File: config.mk
export PLATFORM = sky130hd
export DESIGN_NAME = cpmf_top
export DESIGN_NICKNAME = d
export VERILOG_FILES = /design/src/logic/cpmf_pkg.sv /design/src/logic/cpmf_delay.sv /design/src/logic/cpmf_top.sv
export VERILOG_INCLUDE_DIRS = /design/src /design/src/logic
export SDC_FILE = /design/constraint.sdc
export NUM_CORES = 1
export LEC_CHECK = 0
export ABC_AREA = 1
export CORE_ASPECT_RATIO = 1.2
export CORE_MARGIN = 2
export CORE_UTILIZATION = 58
export CTS_CLUSTER_DIAMETER = 150
export CTS_CLUSTER_SIZE = 30
export DETAILED_ROUTE_END_ITERATION = 6
export DONT_BUFFER_PORTS = 1
export PLACE_DENSITY_LB_ADDON = 0.25
export SLEW_MARGIN = 20
export SYNTH_ARGS = -nofsm -noshare
export SYNTH_HDL_FRONTEND = slang
export SYNTH_HIERARCHICAL = 1
export SYNTH_SLANG_ARGS = --single-unit
File: constraint.sdc
create_clock -name clk -period 1.68 [get_ports clk]
set_input_delay 0.168 -clock clk [delete_from_list [all_inputs] [get_ports clk]]
set_output_delay 0.168 -clock clk [all_outputs]
set_load 0.005 [all_outputs]
File: src/logic/cpmf_cfg.svh
// timing constants and delay-slot indices for the cell protection mode controller
`ifndef CPMF_CFG_SVH
`define CPMF_CFG_SVH

`define CPMF_CLK_MHZ      250
`define CPMF_CNT_W        24

// detection and release delays in microseconds
`define CPMF_T_DOC1_US    10000
`define CPMF_T_SC_US      250
`define CPMF_T_DOCR_US    1000
`define CPMF_T_COCH_US    8000
`define CPMF_T_COCHR_US   1000

// delay-slot indices
`define CPMF_DLY_N        5
`define CPMF_DLY_DOC1     0
`define CPMF_DLY_SC       1
`define CPMF_DLY_DOCR     2
`define CPMF_DLY_COCH     3
`define CPMF_DLY_COCHR    4

`endif

File: src/logic/cpmf_pkg.sv
// types for the cell protection mode controller
package cpmf_pkg;

  typedef enum logic [2:0] {
    MODE_NORMAL,
    MODE_DOC1,
    MODE_SC,
    MODE_COCH,
    MODE_ZEROV
  } cpmf_mode_e;

  // comparator and presence levels from the analog front end
  typedef struct packed {
    logic doc1_hit;         // sense >= first discharge threshold
    logic sc_hit;           // sense >= short_circuit_threshold
    logic docr_ok;          // sense <= discharge release threshold
    logic coch_hit;         // sense <= charge over-current threshold
    logic cochr_ok;         // sense >= charge release threshold
    logic load_present;
    logic charger_present;
    logic cell_depleted;    // cell below over-discharge release level
    logic charger_start_ok; // charger at or above charge-start level
    logic cell_uvr_ok;      // cell at or above over-discharge release level
  } cpmf_in_s;

  typedef struct packed {
    logic charge_switch;
    logic discharge_switch;
    logic sense_pulldown;
  } cpmf_out_s;

  typedef struct packed {
    logic [23:0] cnt;
  } cpmf_dly_s;

  typedef struct packed {
    cpmf_in_s   sync1;
    cpmf_in_s   sync2;
    cpmf_mode_e mode;
    cpmf_out_s  outs;
  } cpmf_st_s;

endpackage

File: src/logic/cpmf_delay.sv
// restartable hold-time counter for one comparator condition
`timescale 1ns/1ns
`include "cpmf_cfg.svh"

module cpmf_delay #(
  parameter logic [`CPMF_CNT_W-1:0] CYC = 24'h000001
) (
  // clock and reset
  input  wire logic clk,
  input  wire logic rst_n,
  // condition and result
  input  wire logic cond,
  output logic      done
);

  cpmf_pkg::cpmf_dly_s st_r;
  cpmf_pkg::cpmf_dly_s st_nxt;

  always_comb begin
    st_nxt = st_r;
    if (!cond) begin
      st_nxt.cnt = '0;
    end else if (st_r.cnt != CYC) begin
      st_nxt.cnt = st_r.cnt + 24'h000001;
    end
  end

  always_ff @(posedge clk) begin
    if (!rst_n) begin
      st_r <= '0;
    end else begin
      st_r <= st_nxt;
    end
  end

  // done in the cycle the condition completes CYC consecutive cycles
  assign done = cond && (st_r.cnt >= CYC - 24'h000001);

  AST_DELAY_RESTART: assert property (@(posedge clk) disable iff (!rst_n)
    !cond |=> st_r.cnt == '0 && !done)
    else $error("delay counter did not restart");

endmodule

File: src/logic/cpmf_top.sv
// mode controller for a single-cell protection device: switches and sense pull-down
`timescale 1ns/1ns
`include "cpmf_cfg.svh"

module cpmf_top #(
  parameter int unsigned DOC1_CYC  = `CPMF_T_DOC1_US * `CPMF_CLK_MHZ,
  parameter int unsigned SC_CYC    = `CPMF_T_SC_US * `CPMF_CLK_MHZ,
  parameter int unsigned DOCR_CYC  = `CPMF_T_DOCR_US * `CPMF_CLK_MHZ,
  parameter int unsigned COCH_CYC  = `CPMF_T_COCH_US * `CPMF_CLK_MHZ,
  parameter int unsigned COCHR_CYC = `CPMF_T_COCHR_US * `CPMF_CLK_MHZ
) (
  // clock and reset
  input  wire logic                clk,
  input  wire logic                rst_n,
  // analog comparator and presence levels, asynchronous
  input  wire cpmf_pkg::cpmf_in_s  levels,
  // power switch and pull-down drive
  output cpmf_pkg::cpmf_out_s      drive,
  // current mode, for observation
  output cpmf_pkg::cpmf_mode_e     mode
);

  ////////////////////////////////////////////////////////////////////////////
  // state

  cpmf_pkg::cpmf_st_s st_r;
  cpmf_pkg::cpmf_st_s st_nxt;
  cpmf_pkg::cpmf_in_s lv;

  logic [`CPMF_DLY_N-1:0] dly_cond;
  logic [`CPMF_DLY_N-1:0] dly_done;

  localparam logic [`CPMF_DLY_N-1:0][`CPMF_CNT_W-1:0] DLY_CYC = {
    COCHR_CYC[`CPMF_CNT_W-1:0],
    COCH_CYC[`CPMF_CNT_W-1:0],
    DOCR_CYC[`CPMF_CNT_W-1:0],
    SC_CYC[`CPMF_CNT_W-1:0],
    DOC1_CYC[`CPMF_CNT_W-1:0]
  };

  // only the second synchroniser stage feeds logic
  assign lv = st_r.sync2;

  ////////////////////////////////////////////////////////////////////////////
  // delay counters, armed only in the mode that uses them

  always_comb begin
    dly_cond = '0;
    if (st_r.mode == cpmf_pkg::MODE_NORMAL) begin
      dly_cond[`CPMF_DLY_DOC1] = lv.doc1_hit;
      dly_cond[`CPMF_DLY_SC]   = lv.sc_hit;
      dly_cond[`CPMF_DLY_COCH] = lv.coch_hit;
    end
    if (st_r.mode == cpmf_pkg::MODE_DOC1 || st_r.mode == cpmf_pkg::MODE_SC) begin
      dly_cond[`CPMF_DLY_DOCR] = !lv.load_present && lv.docr_ok;
    end
    if (st_r.mode == cpmf_pkg::MODE_COCH) begin
      // charger gone lifts the sense pin by itself
      dly_cond[`CPMF_DLY_COCHR] = !lv.charger_present && lv.cochr_ok;
    end
  end

  genvar gi;
  generate
    for (gi = 0; gi < `CPMF_DLY_N; gi++) begin : g_dly
      cpmf_delay #(
        .CYC (DLY_CYC[gi])
      ) u_dly (
        .clk   (clk),
        .rst_n (rst_n),
        .cond  (dly_cond[gi]),
        .done  (dly_done[gi])
      );
    end
  endgenerate

  ////////////////////////////////////////////////////////////////////////////
  // mode transitions and outputs

  always_comb begin
    st_nxt       = st_r;
    st_nxt.sync1 = levels;
    st_nxt.sync2 = st_r.sync1;
    unique case (st_r.mode)
      cpmf_pkg::MODE_NORMAL: begin
        // short circuit outranks the slower detections
        if (dly_done[`CPMF_DLY_SC]) begin
          st_nxt.mode = cpmf_pkg::MODE_SC;
        end else if (dly_done[`CPMF_DLY_DOC1]) begin
          st_nxt.mode = cpmf_pkg::MODE_DOC1;
        end else if (dly_done[`CPMF_DLY_COCH]) begin
          st_nxt.mode = cpmf_pkg::MODE_COCH;
        end else if (lv.cell_depleted) begin
          st_nxt.mode = cpmf_pkg::MODE_ZEROV;
        end
      end
      cpmf_pkg::MODE_DOC1: begin
        if (dly_done[`CPMF_DLY_DOCR]) begin
          st_nxt.mode = cpmf_pkg::MODE_NORMAL;
        end
      end
      cpmf_pkg::MODE_SC: begin
        if (dly_done[`CPMF_DLY_DOCR]) begin
          st_nxt.mode = cpmf_pkg::MODE_NORMAL;
        end
      end
      cpmf_pkg::MODE_COCH: begin
        if (dly_done[`CPMF_DLY_COCHR]) begin
          st_nxt.mode = cpmf_pkg::MODE_NORMAL;
        end
      end
      cpmf_pkg::MODE_ZEROV: begin
        if (lv.cell_uvr_ok) begin
          st_nxt.mode = cpmf_pkg::MODE_NORMAL;
        end
      end
      default: begin
        st_nxt.mode = cpmf_pkg::MODE_NORMAL;
      end
    endcase

    // outputs follow the next mode so they change with it
    st_nxt.outs = '{charge_switch: 1'b1, discharge_switch: 1'b1, sense_pulldown: 1'b0};
    unique case (st_nxt.mode)
      cpmf_pkg::MODE_NORMAL: begin
      end
      cpmf_pkg::MODE_DOC1: begin
        st_nxt.outs.discharge_switch = 1'b0;
        st_nxt.outs.sense_pulldown   = 1'b1;
      end
      cpmf_pkg::MODE_SC: begin
        st_nxt.outs.discharge_switch = 1'b0;
        st_nxt.outs.sense_pulldown   = 1'b1;
      end
      cpmf_pkg::MODE_COCH: begin
        st_nxt.outs.charge_switch = 1'b0;
      end
      cpmf_pkg::MODE_ZEROV: begin
        // charge flows through the discharge switch body diode
        st_nxt.outs.charge_switch    = lv.charger_start_ok;
        st_nxt.outs.discharge_switch = 1'b0;
      end
      default: begin
        st_nxt.outs.charge_switch = 1'b1;
      end
    endcase
  end

  always_ff @(posedge clk) begin
    if (!rst_n) begin
      st_r      <= '0;
      st_r.mode <= cpmf_pkg::MODE_NORMAL;
      st_r.outs <= '{charge_switch: 1'b1, discharge_switch: 1'b1, sense_pulldown: 1'b0};
    end else begin
      st_r <= st_nxt;
    end
  end

  assign drive = st_r.outs;
  assign mode  = st_r.mode;

  ////////////////////////////////////////////////////////////////////////////
  // checks

  AST_DOC1_RELEASE: assert property (@(posedge clk) disable iff (!rst_n)
    st_r.mode == cpmf_pkg::MODE_DOC1 && dly_done[`CPMF_DLY_DOCR]
    |=> st_r.mode == cpmf_pkg::MODE_NORMAL && drive.discharge_switch)
    else $error("discharge mode 1 did not release");

  AST_DOC1_HOLD_LOAD: assert property (@(posedge clk) disable iff (!rst_n)
    st_r.mode == cpmf_pkg::MODE_DOC1 && lv.load_present
    |=> st_r.mode == cpmf_pkg::MODE_DOC1)
    else $error("discharge mode 1 left with load present");

  AST_SC_ENTRY: assert property (@(posedge clk) disable iff (!rst_n)
    st_r.mode == cpmf_pkg::MODE_NORMAL && dly_done[`CPMF_DLY_SC]
    |=> st_r.mode == cpmf_pkg::MODE_SC && !drive.discharge_switch)
    else $error("short circuit not entered");

  AST_SC_PULLDOWN: assert property (@(posedge clk) disable iff (!rst_n)
    st_r.mode == cpmf_pkg::MODE_SC |-> drive.sense_pulldown)
    else $error("pull-down off in short circuit");

  AST_SC_RELEASE: assert property (@(posedge clk) disable iff (!rst_n)
    st_r.mode == cpmf_pkg::MODE_SC && !dly_done[`CPMF_DLY_DOCR]
    |=> st_r.mode == cpmf_pkg::MODE_SC && !drive.discharge_switch)
    else $error("short circuit left early");

  AST_COCH_ENTRY: assert property (@(posedge clk) disable iff (!rst_n)
    st_r.mode == cpmf_pkg::MODE_NORMAL && dly_done[`CPMF_DLY_COCH]
    && !dly_done[`CPMF_DLY_SC] && !dly_done[`CPMF_DLY_DOC1]
    |=> !drive.charge_switch)
    else $error("charge over-current not entered");

  AST_COCH_RELEASE: assert property (@(posedge clk) disable iff (!rst_n)
    st_r.mode == cpmf_pkg::MODE_COCH && lv.charger_present
    |=> st_r.mode == cpmf_pkg::MODE_COCH && !drive.charge_switch)
    else $error("charge over-current left with charger present");

  AST_ZEROV_DRIVE: assert property (@(posedge clk) disable iff (!rst_n)
    st_r.mode == cpmf_pkg::MODE_ZEROV
    |-> !drive.discharge_switch && drive.charge_switch == $past(lv.charger_start_ok))
    else $error("zero-volt drive wrong");

  AST_ZEROV_EXIT: assert property (@(posedge clk) disable iff (!rst_n)
    st_r.mode == cpmf_pkg::MODE_ZEROV && lv.cell_uvr_ok
    |=> st_r.mode == cpmf_pkg::MODE_NORMAL)
    else $error("zero-volt charging did not end");

  AST_DOC1_ENTRY: assert property (@(posedge clk) disable iff (!rst_n)
    st_r.mode == cpmf_pkg::MODE_NORMAL && dly_done[`CPMF_DLY_DOC1] && !dly_done[`CPMF_DLY_SC]
    |=> !drive.discharge_switch && drive.sense_pulldown)
    else $error("discharge mode 1 not entered");

  AST_NORMAL_ON: assert property (@(posedge clk) disable iff (!rst_n)
    st_r.mode == cpmf_pkg::MODE_NORMAL
    |-> drive.charge_switch && drive.discharge_switch && !drive.sense_pulldown)
    else $error("switch off in normal mode");

  AST_RESET_STATE: assert property (@(posedge clk)
    $rose(rst_n) |-> st_r.mode == cpmf_pkg::MODE_NORMAL && dly_done == '0)
    else $error("bad state after reset");

endmodule

==> impl_metrics.ini <==
[outcome]
status = complete, but fails checks
violations = negative hold slack, negative setup slack

[critical_path]
crit_path_max_incr_delay_ns = 0.35
r2r-start = g_dly[3].u_dly/st_r[18]$_SDFFE_PN0P_
crit_cells = 17
worst-path-max-fanout = 3
worst_path_max_delay_cell = dfxtp_2
rr_endpoint = drive[1]$_SDFF_PN1_
critPathKind = reg -> reg
cp_top_family = simple AND/OR/NAND/NOR gates
required_ns = 2.00
path_cells = nand2_2, inv_2, nand2_2, nor2_2, nand2_1, nor2_1, nor2_2, nor2_2, inv_1, nand2_1, nand2_1, nand2_1, nand2_2, nand2_2, nand2_2, nand3_2, nand2_1
r2r_slack_ns = -0.13
cp-endpoint = drive[1]$_SDFF_PN1_
path_buf_inv = 2
endpoint_kind = flip-flop
cp.arrival_ns = 2.13
startpoint = g_dly[3].u_dly/st_r[18]$_SDFFE_PN0P_
reg2reg_depth = 17
startpoint_type = flip-flop

[synth]
yosysWarnings = 6
ys_async_sr_fraction_pct = 0
syn_inst = 1266
ys_seq_area_share_pct = 35.6
synth_seq_cells = 146
synth_edf_count = 0
ys_types = 37
ys.flop_type = dfxtp_1
synthesis.nets = 1288
syn-cell-area_um2 = 8210
avgSynthCellArea_um2 = 6.49

[sta]
finalHoldViolations = 4
tightest_slew_ns = 0.334
maxSlewViolCount = 0
final.period_utilization_pct = 108
min_period_ns = 1.81
setup_viol = 4
rsz0062_at_grt = yes
fmax_mhz = 551
relSlewSlack_pct = 77.6
worst_slack_ns = -0.134
fin_hold_ws_ns = -0.170
finalClockSkew_ns = 0.00693

[clock_network]
cts_buffers = 17
cts_root_buf = clkbuf_16
cts_max_level = 4
clock_latency_ns = 0.43
cts.sinks = 146
path_clk_slew_ns = 0.06
ctsHoldBuffers = 32
clockBufferDepth = 2
cts_tree = done

[floorplanning]
die_w_um = 113
ios = 18
start_util_pct = 59.4
fp.dieArea_um2 = 15100
rows = 47
core_area_um2 = 13800
die_h_um = 134

[worst_hold_path]
hp-class = in -> reg

[place]
hpwl_um = 13700
gp_congestion = 0.912
port_buffers = 0
place_ws_ns = -0.0950

[power_and_ir_drop]
irDropWorstVdd_v = 0.000754
total_power_mw = 7.78
p_leak_nw = 4.50
p_per_area_nw_per_um2 = 731

[drt]
final_antenna_net_count = 0
num_vias = 8529
drt_wl_total_um = 21100
dr.first_iter.drc_count = 489
route.detailed.drc = 0
routed_via_density = 5.23
first_pass_iters = 5
routedWlPerCell_um = 13.0

[grt]
grt_pass1_vias = 8026
grt_max_degree = 29
grt_use_total_pct = 27.6
antenna_found_initial = 0
grt_pass1_wl_um = 34600
overflow = 0

[run]
cap_viol_max_count = 0

[layout]
layout.nets = 1469
synthToLayoutAreaGrowth_pct = 29.6
diodes = 0
drive_above_1_share_pct = 24.5
fillCellCount = 943
per-layer routing:
metal | GRT usage (%) | wire length [µm]
met3 | 5.38 | 913
met4 | 10.8 | 448
met5 | 0 | 0
met2 | 50.8 | 11000
met1 | 31.0 | 8800
report_power, final:
part / total, mW / leakage, nW / switching (mW) / internal (mW)
combinational: 0.239 / 3.00 / 0.123 / 0.116
sequential: 3.53 / 1.19 / 0.0303 / 3.50
clock: 4.01 / 0.303 / 1.52 / 2.50
total: 7.78 / 4.50 / 1.67 / 6.11
through the flow:
step                      util, %  instance area [µm²]  instances  setup TNS [ns]
final                        77.0                10600       1631          -0.363
after global routing         77.0                10600       1631           -1.20
after CTS                    75.5                10400       1626          -0.158
after detailed placement     68.3                 9440       1562          -0.176
after global placement       68.3                 9440       1562         -0.0273
after floorplan                 -                 8240       1266               0
logic make-up (layout without fill, tap and decap cells):
| family | count (synthesis) | after routing | share of synthesized area [%] |
|---|---|---|---|
| AND/OR/NAND/NOR | 760 | 760 | 43.7 |
| buffers and inverters | 196 | 390 | 9.20 |
| AO/OA/AOI/OAI | 146 | 146 | 9.11 |
| flip-flops | 146 | 146 | 35.6 |
| adder cells (fa/ha/maj) | 10 | 10 | 1.52 |
| XOR/XNOR | 8 | 8 | 0.853 |
area by class of cell:
| cell class | count | area (µm²) | area share [%] |
|---|---|---|---|
| multi-input combinational | 924 | 4760 | 44.8 |
| sequential | 146 | 2950 | 27.8 |
| timing repair buffer | 172 | 1390 | 13.1 |
| inverter | 186 | 703 | 6.61 |
| clock buffer | 20 | 437 | 4.10 |
| tap | 171 | 214 | 2.01 |
| clock inverter | 12 | 179 | 1.68 |
cell usage in the layout (no fill, tap or decap), types with 3 or more instances in the layout:
master	Yosys	layout
nand3_4	3	3
nand3_2	9	13
nor2_2	27	44
dfxtp_2	0	25
nand3b_1	3	3
inv_1	173	166
a21oi_1	83	82
nand2_4	8	9
ha_1	10	6
clkinv_1	4	3
bufinv_16	0	4
and2_1	3	3
nor3_2	2	3
nand2_2	22	36
nand3_1	64	60
inv_6	0	3
a31oi_1	4	3
clkbuf_16	0	17
dfxtp_1	146	121
nand2_1	321	306
clkinv_2	1	4
nor2_1	233	208
nor2_8	9	9
dlygate4sd3_1	0	31
nand4_1	30	30
o21bai_1	3	3
nor3_1	9	8
inv_2	8	15
buf_4	1	139
ha_4	0	4
o21ai_0	39	38
nor2_4	14	22
o21ai_1	15	16
clkbuf_1	2	3
xnor2_1	3	3
xor2_1	5	5
registers in the layout (all words and copies together), names as in the netlist:
name	flops
mode	3
drive	3
lv	10
g_dly.u_dly/st_r	120
st_nxt	10
how the worst min path moves through the flow:
stage	slack, ns	cells after the start	end	from
final	-0.17	1	drive[2]$_SDFF_PN1_	rst_n
after global routing	-0.17	1	drive[2]$_SDFF_PN1_	rst_n
after CTS	-0.19	1	drive[1]$_SDFF_PN1_	rst_n
after detailed placement	0.25	1	drive[1]$_SDFF_PN1_	rst_n
after global placement	0.25	1	drive[1]$_SDFF_PN1_	rst_n
after floorplan	0.26	2	lv[0]$_SDFF_PN0_	rst_n
synthesized netlist by cell type (2+ instances only):
library cell    n  area share [%]
nand2_1       321              15
nor2_1        233              11
inv_1         173             7.9
dfxtp_1       146              36
a21oi_1        83             5.1
nand3_1        64             3.9
o21ai_0        39             2.4
nand4_1        30             2.3
nor2_2         27             2.1
nand2_2        22             1.7
o21ai_1        15            0.91
nor2_4         14             1.9
ha_1           10             1.5
nand3_2         9             1.1
nor2_8          9             2.2
nor3_1          9            0.55
inv_2           8            0.37
nand2_4         8             1.1
xor2_1          5            0.53
a31oi_1         4            0.30
buf_2           4            0.24
clkinv_1        4            0.18
and2_1          3            0.23
nand3_4         3            0.64
nand3b_1        3            0.27
o21bai_1        3            0.27
xnor2_1         3            0.32
buf_1           2           0.091
clkbuf_1        2           0.091
nor3_2          2            0.24
o21a_1          2            0.18
timing repair:
action / 4_1_cts / 5_1_grt
pin swaps: 15 / 45
resized for setup: 18 / 69
hold endpoints to repair: 29 / 4
setup buffers: 0 / 6
setup endpoints to repair: 4 / 40
(Power assumes the default switching activity.)
